===== config.mk =====
export PLATFORM = sky130hd
export DESIGN_NAME = pet_power_enable_thermal_guard
export DESIGN_NICKNAME = d
export VERILOG_FILES = /design/src/shared/pet_pkg.sv /design/src/rtl/pet_sync.sv /design/src/rtl/pet_filter.sv /design/src/rtl/pet_power_enable_thermal_guard.sv
export SDC_FILE = /design/constraint.sdc
export NUM_CORES = 1
export LEC_CHECK = 0
export BUFFER_PORTS_ARGS = -buffer_cell sky130_fd_sc_hd__buf_2
export CAP_MARGIN = 20
export CORE_MARGIN = 2
export CORE_UTILIZATION = 55
export CTS_BUF_LIST = sky130_fd_sc_hd__clkbuf_2 sky130_fd_sc_hd__clkbuf_4 sky130_fd_sc_hd__clkbuf_8
export DETAILED_ROUTE_END_ITERATION = 6
export GPL_TIMING_DRIVEN = 0
export PLACE_DENSITY = 0.88
export RECOVER_POWER = 50
export SYNTH_ARGS = -nofsm -noshare
export SYNTH_HDL_FRONTEND = slang
export SYNTH_SLANG_ARGS = --single-unit
export TNS_END_PERCENT = 30

===== constraint.sdc =====
create_clock -name i_clock -period 3.1 [get_ports i_clock]
set_clock_uncertainty 0.05 [all_clocks]
set_input_delay 0.62 -clock i_clock [delete_from_list [all_inputs] [get_ports i_clock]]
set_output_delay 0.62 -clock i_clock [all_outputs]
set_load 0.005 [all_outputs]

===== src/shared/pet_pkg.sv =====
package pet_pkg;

    // =========================================================
    // register offsets (word index; byte address is four times)
    localparam logic [9:0] REG_POWER_CONTROL_TWO = 10'h002;
    localparam logic [9:0] REG_CHARGE_PUMP_CONTROL = 10'h04c;
    localparam logic [9:0] REG_OFFSET_SERVO_CONTROL = 10'h054;
    localparam logic [9:0] REG_FIRST_INTERFACE_CLOCKING = 10'h200;
    localparam logic [9:0] REG_SECOND_INTERFACE_CLOCKING = 10'h204;
    localparam logic [9:0] REG_CLOCK_GATING_CONTROL = 10'h208;
    localparam logic [9:0] REG_FIRST_LOOP_CONTROL = 10'h220;
    localparam logic [9:0] REG_SECOND_LOOP_CONTROL = 10'h240;
    localparam logic [9:0] REG_IRQ_STATUS = 10'h300;
    localparam logic [9:0] REG_IRQ_MASK = 10'h301;
    localparam logic [9:0] REG_THERMAL_STATUS = 10'h302;

    // =========================================================
    // field positions
    localparam int BIT_SENSOR_ENABLE = 14;
    localparam int BIT_OUTPUT_DISABLE = 13;
    localparam int BIT_CHARGE_PUMP = 15;
    localparam int BIT_RIGHT_SERVO = 1;
    localparam int BIT_LEFT_SERVO = 0;
    localparam int BIT_INTERFACE_CLOCK = 0;
    localparam int BIT_SLOW_CLOCK = 4;
    localparam int BIT_FIRST_PROC = 3;
    localparam int BIT_SECOND_PROC = 2;
    localparam int BIT_MIXER = 1;
    localparam int BIT_LOOP_ENABLE = 0;
    localparam int BIT_IRQ_WARNING = 0;
    localparam int BIT_IRQ_SHUTDOWN = 1;

    // =========================================================
    // reset values
    localparam logic [15:0] RST_POWER_CONTROL_TWO = 16'h6000;
    localparam logic [15:0] RST_ZERO = 16'h0000;
    localparam logic [1:0] RST_IRQ_MASK = 2'h3;

    // =========================================================
    // thermal levels and filtering
    localparam int SHUTDOWN_CELSIUS = 150;
    localparam int WARNING_CELSIUS = 125;
    localparam int FILTER_TIME_NS = 1000;
    localparam int CLOCK_PERIOD_NS = 100;
    localparam int FILTER_CYCLES = FILTER_TIME_NS / CLOCK_PERIOD_NS;

    // =========================================================
    // carriers
    typedef struct packed {
        logic [9:0] addr;
        logic [15:0] wdata;
        logic write;
        logic read;
    } pet_bus_s;

    typedef struct packed {
        logic charge_pump_enable;
        logic right_servo_enable;
        logic left_servo_enable;
        logic first_interface_clock_enable;
        logic second_interface_clock_enable;
        logic slow_timeout_clock_enable;
        logic first_interface_processing_clock_enable;
        logic second_interface_processing_clock_enable;
        logic mixing_processor_clock_enable;
        logic first_loop_enable;
        logic second_loop_enable;
    } pet_enables_s;

endpackage : pet_pkg


===== src/rtl/pet_sync.sv =====
`timescale 1ns/100ps
`default_nettype none

// =========================================================
// two-stage synchroniser, one per bit
module pet_sync #(
    parameter int WIDTH = 2
) (
    // clock, reset, enable
    input wire logic i_clock,
    input wire logic i_rstn,
    input wire logic i_enable,
    // data
    input wire logic [WIDTH-1:0] i_async,
    output logic [WIDTH-1:0] o_sync
);

    logic [WIDTH-1:0] first_stage;
    logic [WIDTH-1:0] next_first_stage;
    logic [WIDTH-1:0] next_sync;

    always_comb
    begin
        next_first_stage = first_stage;
        next_sync = o_sync;
        if (i_enable)
        begin
            next_first_stage = i_async;
            next_sync = first_stage;
        end
    end

    always_ff @(posedge i_clock)
    begin
        if (!i_rstn)
        begin
            first_stage <= '0;
            o_sync <= '0;
        end
        else
        begin
            first_stage <= next_first_stage;
            o_sync <= next_sync;
        end
    end

endmodule : pet_sync

`default_nettype wire


===== src/rtl/pet_filter.sv =====
`timescale 1ns/100ps
`default_nettype none

// =========================================================
// holds a level until it has stood steady for COUNT cycles
module pet_filter #(
    parameter int COUNT = pet_pkg::FILTER_CYCLES
) (
    // clock, reset, enable
    input wire logic i_clock,
    input wire logic i_rstn,
    input wire logic i_enable,
    // level
    input wire logic i_level,
    output logic o_level
);

    localparam int CW = $clog2(COUNT + 1);
    localparam logic [CW-1:0] LAST = CW'(COUNT - 1);

    logic [CW-1:0] count;
    logic [CW-1:0] next_count;
    logic next_level;

    always_comb
    begin
        next_count = count;
        next_level = o_level;
        if (i_enable)
        begin
            if (i_level == o_level)
            begin
                next_count = '0;
            end
            else if (count == LAST)
            begin
                next_count = '0;
                next_level = i_level;
            end
            else
            begin
                next_count = count + CW'(1);
            end
        end
    end

    always_ff @(posedge i_clock)
    begin
        if (!i_rstn)
        begin
            count <= '0;
            o_level <= 1'b0;
        end
        else
        begin
            count <= next_count;
            o_level <= next_level;
        end
    end

endmodule : pet_filter

`default_nettype wire


===== src/rtl/pet_power_enable_thermal_guard.sv =====
// Our own choice: strobed register access.
`timescale 1ns/100ps
`default_nettype none

module pet_power_enable_thermal_guard #(
    parameter int FILTER_COUNT = pet_pkg::FILTER_CYCLES
) (
    // clock, reset, enable
    input wire logic i_clock,
    input wire logic i_rstn,
    input wire logic i_enable,
    // register port
    input wire logic [9:0] i_addr,
    input wire logic [15:0] i_wdata,
    input wire logic i_write,
    input wire logic i_read,
    output logic [15:0] o_rdata,
    // temperature comparator levels from the analog sensor
    input wire logic i_temp_warning,
    input wire logic i_temp_shutdown,
    // zero-cross timeout request from the volume logic
    input wire logic i_zero_cross_request,
    // enables and gates
    output pet_pkg::pet_enables_s o_enables,
    output logic o_zero_cross_timeout_active,
    // speaker drive permits
    output logic o_speaker_left_out_enable,
    output logic o_speaker_right_out_enable,
    // thermal status to general-purpose pins
    output logic o_warning_pin,
    output logic o_shutdown_pin,
    // interrupt
    output logic o_irq
);

    // =========================================================
    // register state
    logic [15:0] power_control_two;
    logic [15:0] next_power_control_two;
    pet_pkg::pet_enables_s enables;
    pet_pkg::pet_enables_s next_enables;
    logic [1:0] irq_status;
    logic [1:0] next_irq_status;
    logic [1:0] irq_mask;
    logic [1:0] next_irq_mask;
    logic [15:0] next_rdata;

    // =========================================================
    // thermal input path
    logic [1:0] temp_sync;
    logic warning_level;
    logic shutdown_level;
    logic warning_seen;
    logic shutdown_seen;
    logic next_warning_seen;
    logic next_shutdown_seen;
    logic sensor_on;
    logic output_disable_on;
    logic warning_rise;
    logic shutdown_rise;

    pet_sync #(
        .WIDTH(2)
    ) u_sync (
        .i_clock(i_clock),
        .i_rstn(i_rstn),
        .i_enable(i_enable),
        .i_async({i_temp_shutdown, i_temp_warning}),
        .o_sync(temp_sync)
    );

    // comparator chatter near the trip point must not toggle the speakers
    pet_filter #(
        .COUNT(FILTER_COUNT)
    ) u_warning_filter (
        .i_clock(i_clock),
        .i_rstn(i_rstn),
        .i_enable(i_enable),
        .i_level(temp_sync[0] & sensor_on),
        .o_level(warning_level)
    );

    pet_filter #(
        .COUNT(FILTER_COUNT)
    ) u_shutdown_filter (
        .i_clock(i_clock),
        .i_rstn(i_rstn),
        .i_enable(i_enable),
        .i_level(temp_sync[1] & sensor_on),
        .o_level(shutdown_level)
    );

    assign sensor_on = power_control_two[pet_pkg::BIT_SENSOR_ENABLE];
    assign output_disable_on = power_control_two[pet_pkg::BIT_OUTPUT_DISABLE];
    assign warning_rise = warning_level & ~warning_seen;
    assign shutdown_rise = shutdown_level & ~shutdown_seen;

    // =========================================================
    // address decode helper
    function automatic logic hit(input logic [9:0] addr, input logic [9:0] reg_addr);
        hit = (addr == reg_addr);
    endfunction : hit

    // =========================================================
    // register writes and event capture
    always_comb
    begin
        next_power_control_two = power_control_two;
        next_enables = enables;
        next_irq_status = irq_status;
        next_irq_mask = irq_mask;
        next_warning_seen = warning_seen;
        next_shutdown_seen = shutdown_seen;
        if (i_enable)
        begin
            next_warning_seen = warning_level;
            next_shutdown_seen = shutdown_level;
            if (i_write)
            begin
                if (hit(i_addr, pet_pkg::REG_POWER_CONTROL_TWO))
                begin
                    next_power_control_two = RST_MASKED(i_wdata);
                end
                else if (hit(i_addr, pet_pkg::REG_CHARGE_PUMP_CONTROL))
                begin
                    next_enables.charge_pump_enable =
                        i_wdata[pet_pkg::BIT_CHARGE_PUMP];
                end
                else if (hit(i_addr, pet_pkg::REG_OFFSET_SERVO_CONTROL))
                begin
                    next_enables.right_servo_enable = i_wdata[pet_pkg::BIT_RIGHT_SERVO];
                    next_enables.left_servo_enable = i_wdata[pet_pkg::BIT_LEFT_SERVO];
                end
                else if (hit(i_addr, pet_pkg::REG_FIRST_INTERFACE_CLOCKING))
                begin
                    next_enables.first_interface_clock_enable =
                        i_wdata[pet_pkg::BIT_INTERFACE_CLOCK];
                end
                else if (hit(i_addr, pet_pkg::REG_SECOND_INTERFACE_CLOCKING))
                begin
                    next_enables.second_interface_clock_enable =
                        i_wdata[pet_pkg::BIT_INTERFACE_CLOCK];
                end
                else if (hit(i_addr, pet_pkg::REG_CLOCK_GATING_CONTROL))
                begin
                    next_enables.slow_timeout_clock_enable =
                        i_wdata[pet_pkg::BIT_SLOW_CLOCK];
                    next_enables.first_interface_processing_clock_enable =
                        i_wdata[pet_pkg::BIT_FIRST_PROC];
                    next_enables.second_interface_processing_clock_enable =
                        i_wdata[pet_pkg::BIT_SECOND_PROC];
                    next_enables.mixing_processor_clock_enable =
                        i_wdata[pet_pkg::BIT_MIXER];
                end
                // loop enables are plain bits; ordering is left to software
                else if (hit(i_addr, pet_pkg::REG_FIRST_LOOP_CONTROL))
                begin
                    next_enables.first_loop_enable = i_wdata[pet_pkg::BIT_LOOP_ENABLE];
                end
                else if (hit(i_addr, pet_pkg::REG_SECOND_LOOP_CONTROL))
                begin
                    next_enables.second_loop_enable = i_wdata[pet_pkg::BIT_LOOP_ENABLE];
                end
                else if (hit(i_addr, pet_pkg::REG_IRQ_STATUS))
                begin
                    next_irq_status = irq_status & ~i_wdata[1:0];
                end
                else if (hit(i_addr, pet_pkg::REG_IRQ_MASK))
                begin
                    next_irq_mask = i_wdata[1:0];
                end
            end
            // set wins over a clear in the same cycle
            if (warning_rise)
            begin
                next_irq_status[pet_pkg::BIT_IRQ_WARNING] = 1'b1;
            end
            if (shutdown_rise)
            begin
                next_irq_status[pet_pkg::BIT_IRQ_SHUTDOWN] = 1'b1;
            end
        end
    end

    // only the two thermal bits are implemented in power register two
    function automatic logic [15:0] RST_MASKED(input logic [15:0] data);
        RST_MASKED = '0;
        RST_MASKED[pet_pkg::BIT_SENSOR_ENABLE] = data[pet_pkg::BIT_SENSOR_ENABLE];
        RST_MASKED[pet_pkg::BIT_OUTPUT_DISABLE] = data[pet_pkg::BIT_OUTPUT_DISABLE];
    endfunction : RST_MASKED

    // =========================================================
    // read data, valid in the cycle after the strobe only
    always_comb
    begin
        next_rdata = '0;
        if (i_enable && i_read)
        begin
            if (hit(i_addr, pet_pkg::REG_POWER_CONTROL_TWO))
            begin
                next_rdata = power_control_two;
            end
            else if (hit(i_addr, pet_pkg::REG_CHARGE_PUMP_CONTROL))
            begin
                next_rdata[pet_pkg::BIT_CHARGE_PUMP] = enables.charge_pump_enable;
            end
            else if (hit(i_addr, pet_pkg::REG_OFFSET_SERVO_CONTROL))
            begin
                next_rdata[pet_pkg::BIT_RIGHT_SERVO] = enables.right_servo_enable;
                next_rdata[pet_pkg::BIT_LEFT_SERVO] = enables.left_servo_enable;
            end
            else if (hit(i_addr, pet_pkg::REG_FIRST_INTERFACE_CLOCKING))
            begin
                next_rdata[pet_pkg::BIT_INTERFACE_CLOCK] = enables.first_interface_clock_enable;
            end
            else if (hit(i_addr, pet_pkg::REG_SECOND_INTERFACE_CLOCKING))
            begin
                next_rdata[pet_pkg::BIT_INTERFACE_CLOCK] = enables.second_interface_clock_enable;
            end
            else if (hit(i_addr, pet_pkg::REG_CLOCK_GATING_CONTROL))
            begin
                next_rdata[pet_pkg::BIT_SLOW_CLOCK] = enables.slow_timeout_clock_enable;
                next_rdata[pet_pkg::BIT_FIRST_PROC] =
                    enables.first_interface_processing_clock_enable;
                next_rdata[pet_pkg::BIT_SECOND_PROC] =
                    enables.second_interface_processing_clock_enable;
                next_rdata[pet_pkg::BIT_MIXER] = enables.mixing_processor_clock_enable;
            end
            else if (hit(i_addr, pet_pkg::REG_FIRST_LOOP_CONTROL))
            begin
                next_rdata[pet_pkg::BIT_LOOP_ENABLE] = enables.first_loop_enable;
            end
            else if (hit(i_addr, pet_pkg::REG_SECOND_LOOP_CONTROL))
            begin
                next_rdata[pet_pkg::BIT_LOOP_ENABLE] = enables.second_loop_enable;
            end
            else if (hit(i_addr, pet_pkg::REG_IRQ_STATUS))
            begin
                next_rdata[1:0] = irq_status;
            end
            else if (hit(i_addr, pet_pkg::REG_IRQ_MASK))
            begin
                next_rdata[1:0] = irq_mask;
            end
            else if (hit(i_addr, pet_pkg::REG_THERMAL_STATUS))
            begin
                next_rdata[1:0] = {shutdown_level, warning_level};
            end
        end
    end

    // =========================================================
    // registers and flopped outputs
    always_ff @(posedge i_clock)
    begin
        if (!i_rstn)
        begin
            power_control_two <= pet_pkg::RST_POWER_CONTROL_TWO;
            enables <= '0;
            irq_status <= '0;
            irq_mask <= pet_pkg::RST_IRQ_MASK;
            warning_seen <= 1'b0;
            shutdown_seen <= 1'b0;
            o_rdata <= '0;
            o_enables <= '0;
            o_zero_cross_timeout_active <= 1'b0;
            o_speaker_left_out_enable <= 1'b1;
            o_speaker_right_out_enable <= 1'b1;
            o_warning_pin <= 1'b0;
            o_shutdown_pin <= 1'b0;
            o_irq <= 1'b0;
        end
        else if (i_enable)
        begin
            power_control_two <= next_power_control_two;
            enables <= next_enables;
            irq_status <= next_irq_status;
            irq_mask <= next_irq_mask;
            warning_seen <= next_warning_seen;
            shutdown_seen <= next_shutdown_seen;
            o_rdata <= next_rdata;
            o_enables <= next_enables;
            // zero-cross timeout needs the slow clock
            o_zero_cross_timeout_active <= i_zero_cross_request
                & next_enables.slow_timeout_clock_enable;
            // shutdown level falls only FILTER_COUNT cycles after the sensor is switched off, so the sensor bit gates it here too
            o_speaker_left_out_enable <= ~(shutdown_level
                & next_power_control_two[pet_pkg::BIT_OUTPUT_DISABLE]
                & next_power_control_two[pet_pkg::BIT_SENSOR_ENABLE]);
            o_speaker_right_out_enable <= ~(shutdown_level
                & next_power_control_two[pet_pkg::BIT_OUTPUT_DISABLE]
                & next_power_control_two[pet_pkg::BIT_SENSOR_ENABLE]);
            o_warning_pin <= warning_level;
            o_shutdown_pin <= shutdown_level;
            o_irq <= |(next_irq_status & next_irq_mask);
        end
        else
        begin
            o_rdata <= '0;
        end
    end

endmodule : pet_power_enable_thermal_guard

`default_nettype wire


; ---- After elaboration in Yosys (flattened, before gate mapping)
; Cells that the tools add are included.
[op_classes]
bitwise = 23
reduce_logical = 16
n_addsub = 2
muxes = 58
n_eq_ne = 15
[ops]
columns = op, count
row1 = 10-bit equality test (second input constant), 8
row2 = 2-bit 2-to-1 mux, 28
row3 = 15-bit 2-to-1 mux, 3
row4 = 6-bit 2-to-1 mux, 7
row5 = 10-bit by 7-bit equality test with 1-bit output (second input constant), 2
row6 = 4-bit 2-to-1 mux, 5
row7 = 1-bit 2-to-1 mux, 15
row8 = 1-bit inverter, 13
row9 = 10-bit by 2-bit equality test with 1-bit output (second input constant), 1
row10 = 10-bit AND reduction, 1
row11 = 3-bit AND reduction, 3
row12 = 9-bit AND reduction, 1
row13 = 4-bit by 1-bit adder with 4-bit output (second input constant), 2
row14 = 4-bit equality test (second input constant), 2
row15 = 4-bit AND reduction, 2
row16 = 8-bit AND reduction, 1
row17 = 1-bit AND, 7
row18 = 7-bit AND reduction, 1
row19 = 7-bit OR reduction, 1
row20 = 6-bit AND reduction, 1
row21 = 3-bit OR reduction, 2
row22 = 5-bit AND reduction, 1
row23 = 2-bit AND, 2
row24 = 1-bit equality test, 2
row25 = other kinds (3), 3
[word_totals]
in_bits = 34
elab_cells = 143
register_bits = 44
output_inout_bits = 33

; ---- Depth between registers and ports, before layout
[depth]
depth_word = 16
depth_mapped = 7
mapped_depth_nobuf = 7

; ---- Hierarchy
; A second synthesis with hierarchy kept.
[hier_totals]
hier_cells = 255
area_unflattened_um2 = 2289.7
[modules_own_cells]
columns = mod, seq_area_each_um2, area_each_um2, cells_each, instances
row1 = pet_power_enable_thermal_guard, 600.6, 1567.8, 184, 1
row2 = pet_filter, 100.1, 282.8, 29, 2
row3 = pet_sync, 80.1, 156.4, 13, 1

; ---- Worst setup path before layout
; Ideal clock, no wire load.
[synth_timing]
kind = input-to-reg
from = input port i_addr[8]
to = register enables[2] (netlist bit)
setup_time_ns = 0.116
stages = 6
path_slack_ns = 0.884
arrival_time_ns = 2.050
required_time_ns = 2.934
path_buffers = 1
path_cell_list = or4b_1 -> buf_2 -> nor4b_4 -> nand3b_4 -> mux2i_1 -> nor2b_1
[synth_between]
elab_chain_len = 3
elab_cells_between_ends = 12
cone_classes = 6 x eq/ne / 5 x bitwise / 1 x reduce/logical
[synth_lines]
columns = element, line_no
row1 = from (decl), pet_power_enable_thermal_guard.sv:13  ; input wire logic [9:0] i_addr,
row2 = "10-bit equality test, or another cell as far along", pet_power_enable_thermal_guard.sv:101  ; hit = (addr == reg_addr);
row3 = 1-bit inverter (no source line), -
row4 = 8-bit AND reduction (no source line) (*), -
row5 = to (signal assigned), pet_power_enable_thermal_guard.sv:276  ; enables <= next_enables;
row6 = to (decl), pet_power_enable_thermal_guard.sv:40  ; pet_pkg::pet_enables_s enables;
; Every way passes the cells marked *; elsewhere a longest branch is shown, timed or not.
; A chain may end at the register's enable or synchronous reset.

; ---- Final worst setup path
[layout_timing]
from = input port i_addr[4]
to = register o_speaker_right_out_enable
[layout_between]
elab_chain_len = 7
[layout_lines]
columns = element, line_no
row1 = 10-bit by 2-bit equality test with 1-bit output (*), pet_power_enable_thermal_guard.sv:101
row2 = 15-bit 2-to-1 mux (*), pet_power_enable_thermal_guard.sv:120  ; if (hit(i_addr, pet_pkg::REG_POWER_CONTROL_TWO))
row3 = 15-bit 2-to-1 mux (*), pet_power_enable_thermal_guard.sv:118  ; if (i_write)
row4 = 15-bit 2-to-1 mux (*), pet_power_enable_thermal_guard.sv:114  ; if (i_enable)
row5 = 1-bit AND, pet_power_enable_thermal_guard.sv:291  ; & next_power_control_two[pet_pkg::BIT_OUTPUT_DISABLE]
row6 = 1-bit AND (*), pet_power_enable_thermal_guard.sv:292  ; & next_power_control_two[pet_pkg::BIT_SENSOR_ENABLE]);
row7 = 1-bit inverter (*), pet_power_enable_thermal_guard.sv:290  ; o_speaker_right_out_enable <= ~(shutdown_level
row8 = to (signal assigned), pet_power_enable_thermal_guard.sv:290
row9 = to (decl), pet_power_enable_thermal_guard.sv:28  ; output logic o_speaker_right_out_enable,
; Marked as above.

==> flow_summary.ini <==
[route]
drt_pass1_iterations = 5
viasPerCell = 5.719
antenna_left = 0
drc = 0
drt_first_iter_violations = 169
vias = 2093
wl_per_cell_um = 14.80
routed_wl_mm = 5.418

[synthesis]
synth_commonest_cells = 44 x dfxtp_1, 26 x nand2_1, 21 x mux2i_1
ys_types = 49
syn-mean-instance-area_sq_um = 8.970
syn_inst = 254
synth.yosys.seq_area_share_pct = 38.66
synth_area_sq_mm = 0.002278
ys.flop_type = dfxtp_1
synth_edf_count = 0
yosys.area.top_type = dfxtp_1
synth.most_common_cell = dfxtp_1
async_reset_ff_share_pct = 0
netlist.area_leader.share_pct = 38.66
ys_top_cells_by_area = dfxtp_1 39%, mux2i_1 9.2%, nor2b_1 4.7%, nand2_1 4.3%, buf_4 3.0%
synth_seq_cells = 44
yosysWarningCount = 0

[die]
die_h_um = 68.37
start_util_pct = 56.96
dieArea_sq_mm = 0.004674
ios = 67
chipWidth_um = 68.37
core_area_sq_mm = 0.004000
rows = 23

[clock_network]
cts_tree = done
cts_root_buffer = clkbuf_8
postCtsSetupRepairBufs = 0
ctsResizeCount = 0
numCtsBuffers = 5
htreeDepth = 2
postCtsHoldBufs = 0
clk-insertion-delay-late_ps = 300
clk_pin_slew_ps = 80
clock_path_buffers = 2
clock-sinks = 44

[final_layout]
drive_above_1_share_pct = 15.82
seq_area_sq_um = 880.8
num-fill-cells = 343
final_nets = 354
diodes = 0
areaGrowthSynthToFinish_pct = 18.84
multi_input_area_sq_mm = 0.001282

[worst_setup_path]
critPathLaunchType = input port
cp_cell_sequence = buf_2, nor4_1, and4_1, nand2_1, mux2i_1, a41oi_1
crit_buf_inv = 1
cp.arrival_ps = 2470
max_stage_delay_ps = 800
crit_slowest_cell = nor4_1
critPathKind = in2reg
cp.required_ps = 3200
end_kind = register
path_delay_family = simple AND/OR/NAND/NOR gates
critPathMaxFanout = 6

[grt]
grt_use_total_pct = 24.22
antenna_found_initial = 0
overflow = 0
grt_pass1_wl_mm = 8.328
grt_max_degree = 14
first_global_vias = 1808

[timing]
slew_violations = 0
post-route-min-period_ps = 2369
setup_viol = 0
fin_ws_ps = 731.5
post-route-period-util_pct = 76.40
clock.fmax_ghz = 0.4222
hold_viol = 0
slew_headroom_pct = 37.78
rsz0062_at_grt = no
worstMarginPinSlew_ps = 924.7
fin_setup_tns_ps = 0
holdWs_ps = 423.6

[placed_design]
dpl.hpwl_mm = 3.908
port_buffers = 48
gp_congestion = 0.8396
pre_cts_slack_ps = 537.4

[worst_hold_path]
hold_class = reg2reg

[pwr]
power_density_mw_per_mm2 = 436.7
total_power_w = 0.001182
p_leak_nw = 1.158
irDropWorstVdd_v = 0.0003084

[status]
status = finished, final reports clean

[job]
maxCapViolCount = 0
==> sequential cells by signal (all words and copies together) (netlist names), 4 cells and up <==
signal / count
enables: 11
o_rdata: 8
u_shutdown_filter.count: 4
u_warning_filter.count: 4
==> through the flow <==
step	std cells	cell area [sq um]	util (%)
after floorplan	261	2305	-
after global placement	359	2608	65.19
after detailed placement	359	2608	65.19
after CTS	366	2736	68.41
after global routing	366	2708	67.69
final	366	2708	67.69
==> metal layers <==
| metal | routed length, um | vias to the layer above | track usage [%] |
|---|---|---|---|
| li1 | - | 1017 | - |
| met1 | 2369 | 965 | 30.19 |
| met2 | 2565 | 93 | 40.29 |
| met3 | 363 | 18 | 5.428 |
| met4 | 120 | 0 | 9.750 |
| met5 | 0 | - | 0 |
==> worst paths after layout <==
path / cells past startpoint / slack, ps / start / endpoint
worst max register to register: 5 / 1320 / u_warning_filter.o_level$_SDFFE_PN0P_ / o_rdata[0]$_SDFF_PP0_
worst min register to register: 2 / 420 / enables[1]$_SDFFE_PN0P_ / enables[1]$_SDFFE_PN0P_
worst min-delay path: 2 / 420 / enables[1]$_SDFFE_PN0P_ / enables[1]$_SDFFE_PN0P_
worst max-delay path: 6 / 730 / i_addr[4] / o_speaker_right_out_enable$_SDFFE_PN1P_
==> worst min-delay path, cell delays in order (launching register included) <==
cell	delay (ps)
dfxtp_1	320
nand2_1	50
mux2i_1	50
==> kinds of logic (layout without fill, tap and decap cells) <==
kind of cell	count (synthesis)	after routing	share of synthesized area (%)
xor+xnor	1	1	0.3845
buf+inv	28	83	6.205
simple gates	119	119	32.68
mux	21	21	9.226
compound gates	36	36	10.49
fa+ha+maj	4	4	2.197
other cells	1	8	0.1646
flops	44	44	38.66
==> cell type report <==
cell class / count / share of cell area [%]
multi-input cells: 189 / 47.37
flip-flops and latches: 44 / 32.53
repair buffers: 48 / 7.810
plain buffers: 21 / 4.251
clock buffers: 5 / 2.542
well taps: 50 / 2.311
clock inverters: 2 / 2.218
inverters: 7 / 0.9704
==> layout by cell type, fill, tap and decap left out, types with 2 or more instances in the layout <==
cell type,count
dfxtp_1,44
clkbuf_1,32
nand2_1,26
buf_2,26
mux2i_1,21
nor2b_1,17
and3_1,10
nand3_1,9
o21ai_0,8
buf_4,8
conb_1,8
inv_1,7
nor3b_1,7
a21boi_0,7
nor2_1,6
a21oi_1,6
or4_1,5
nand3b_1,5
nor4_1,5
clkbuf_8,5
and2_0,4
ha_1,4
and2_1,3
nand4_1,3
nand2b_1,3
nor3_2,2
and3b_1,2
o211ai_1,2
o22ai_1,2
nor4bb_1,2
o2111ai_1,2
a22oi_1,2
nand4b_1,2
bufinv_16,2
==> power by group <==
group	internal, W	switching, W	leakage [nW]	total [W]
Sequential	0.000568	0.00000257	0.355	0.000571
Clock	0.000317	0.000196	0.0642	0.000513
Combinational	0.0000414	0.0000570	0.738	0.0000984
Power figures use the tool's default switching activity.
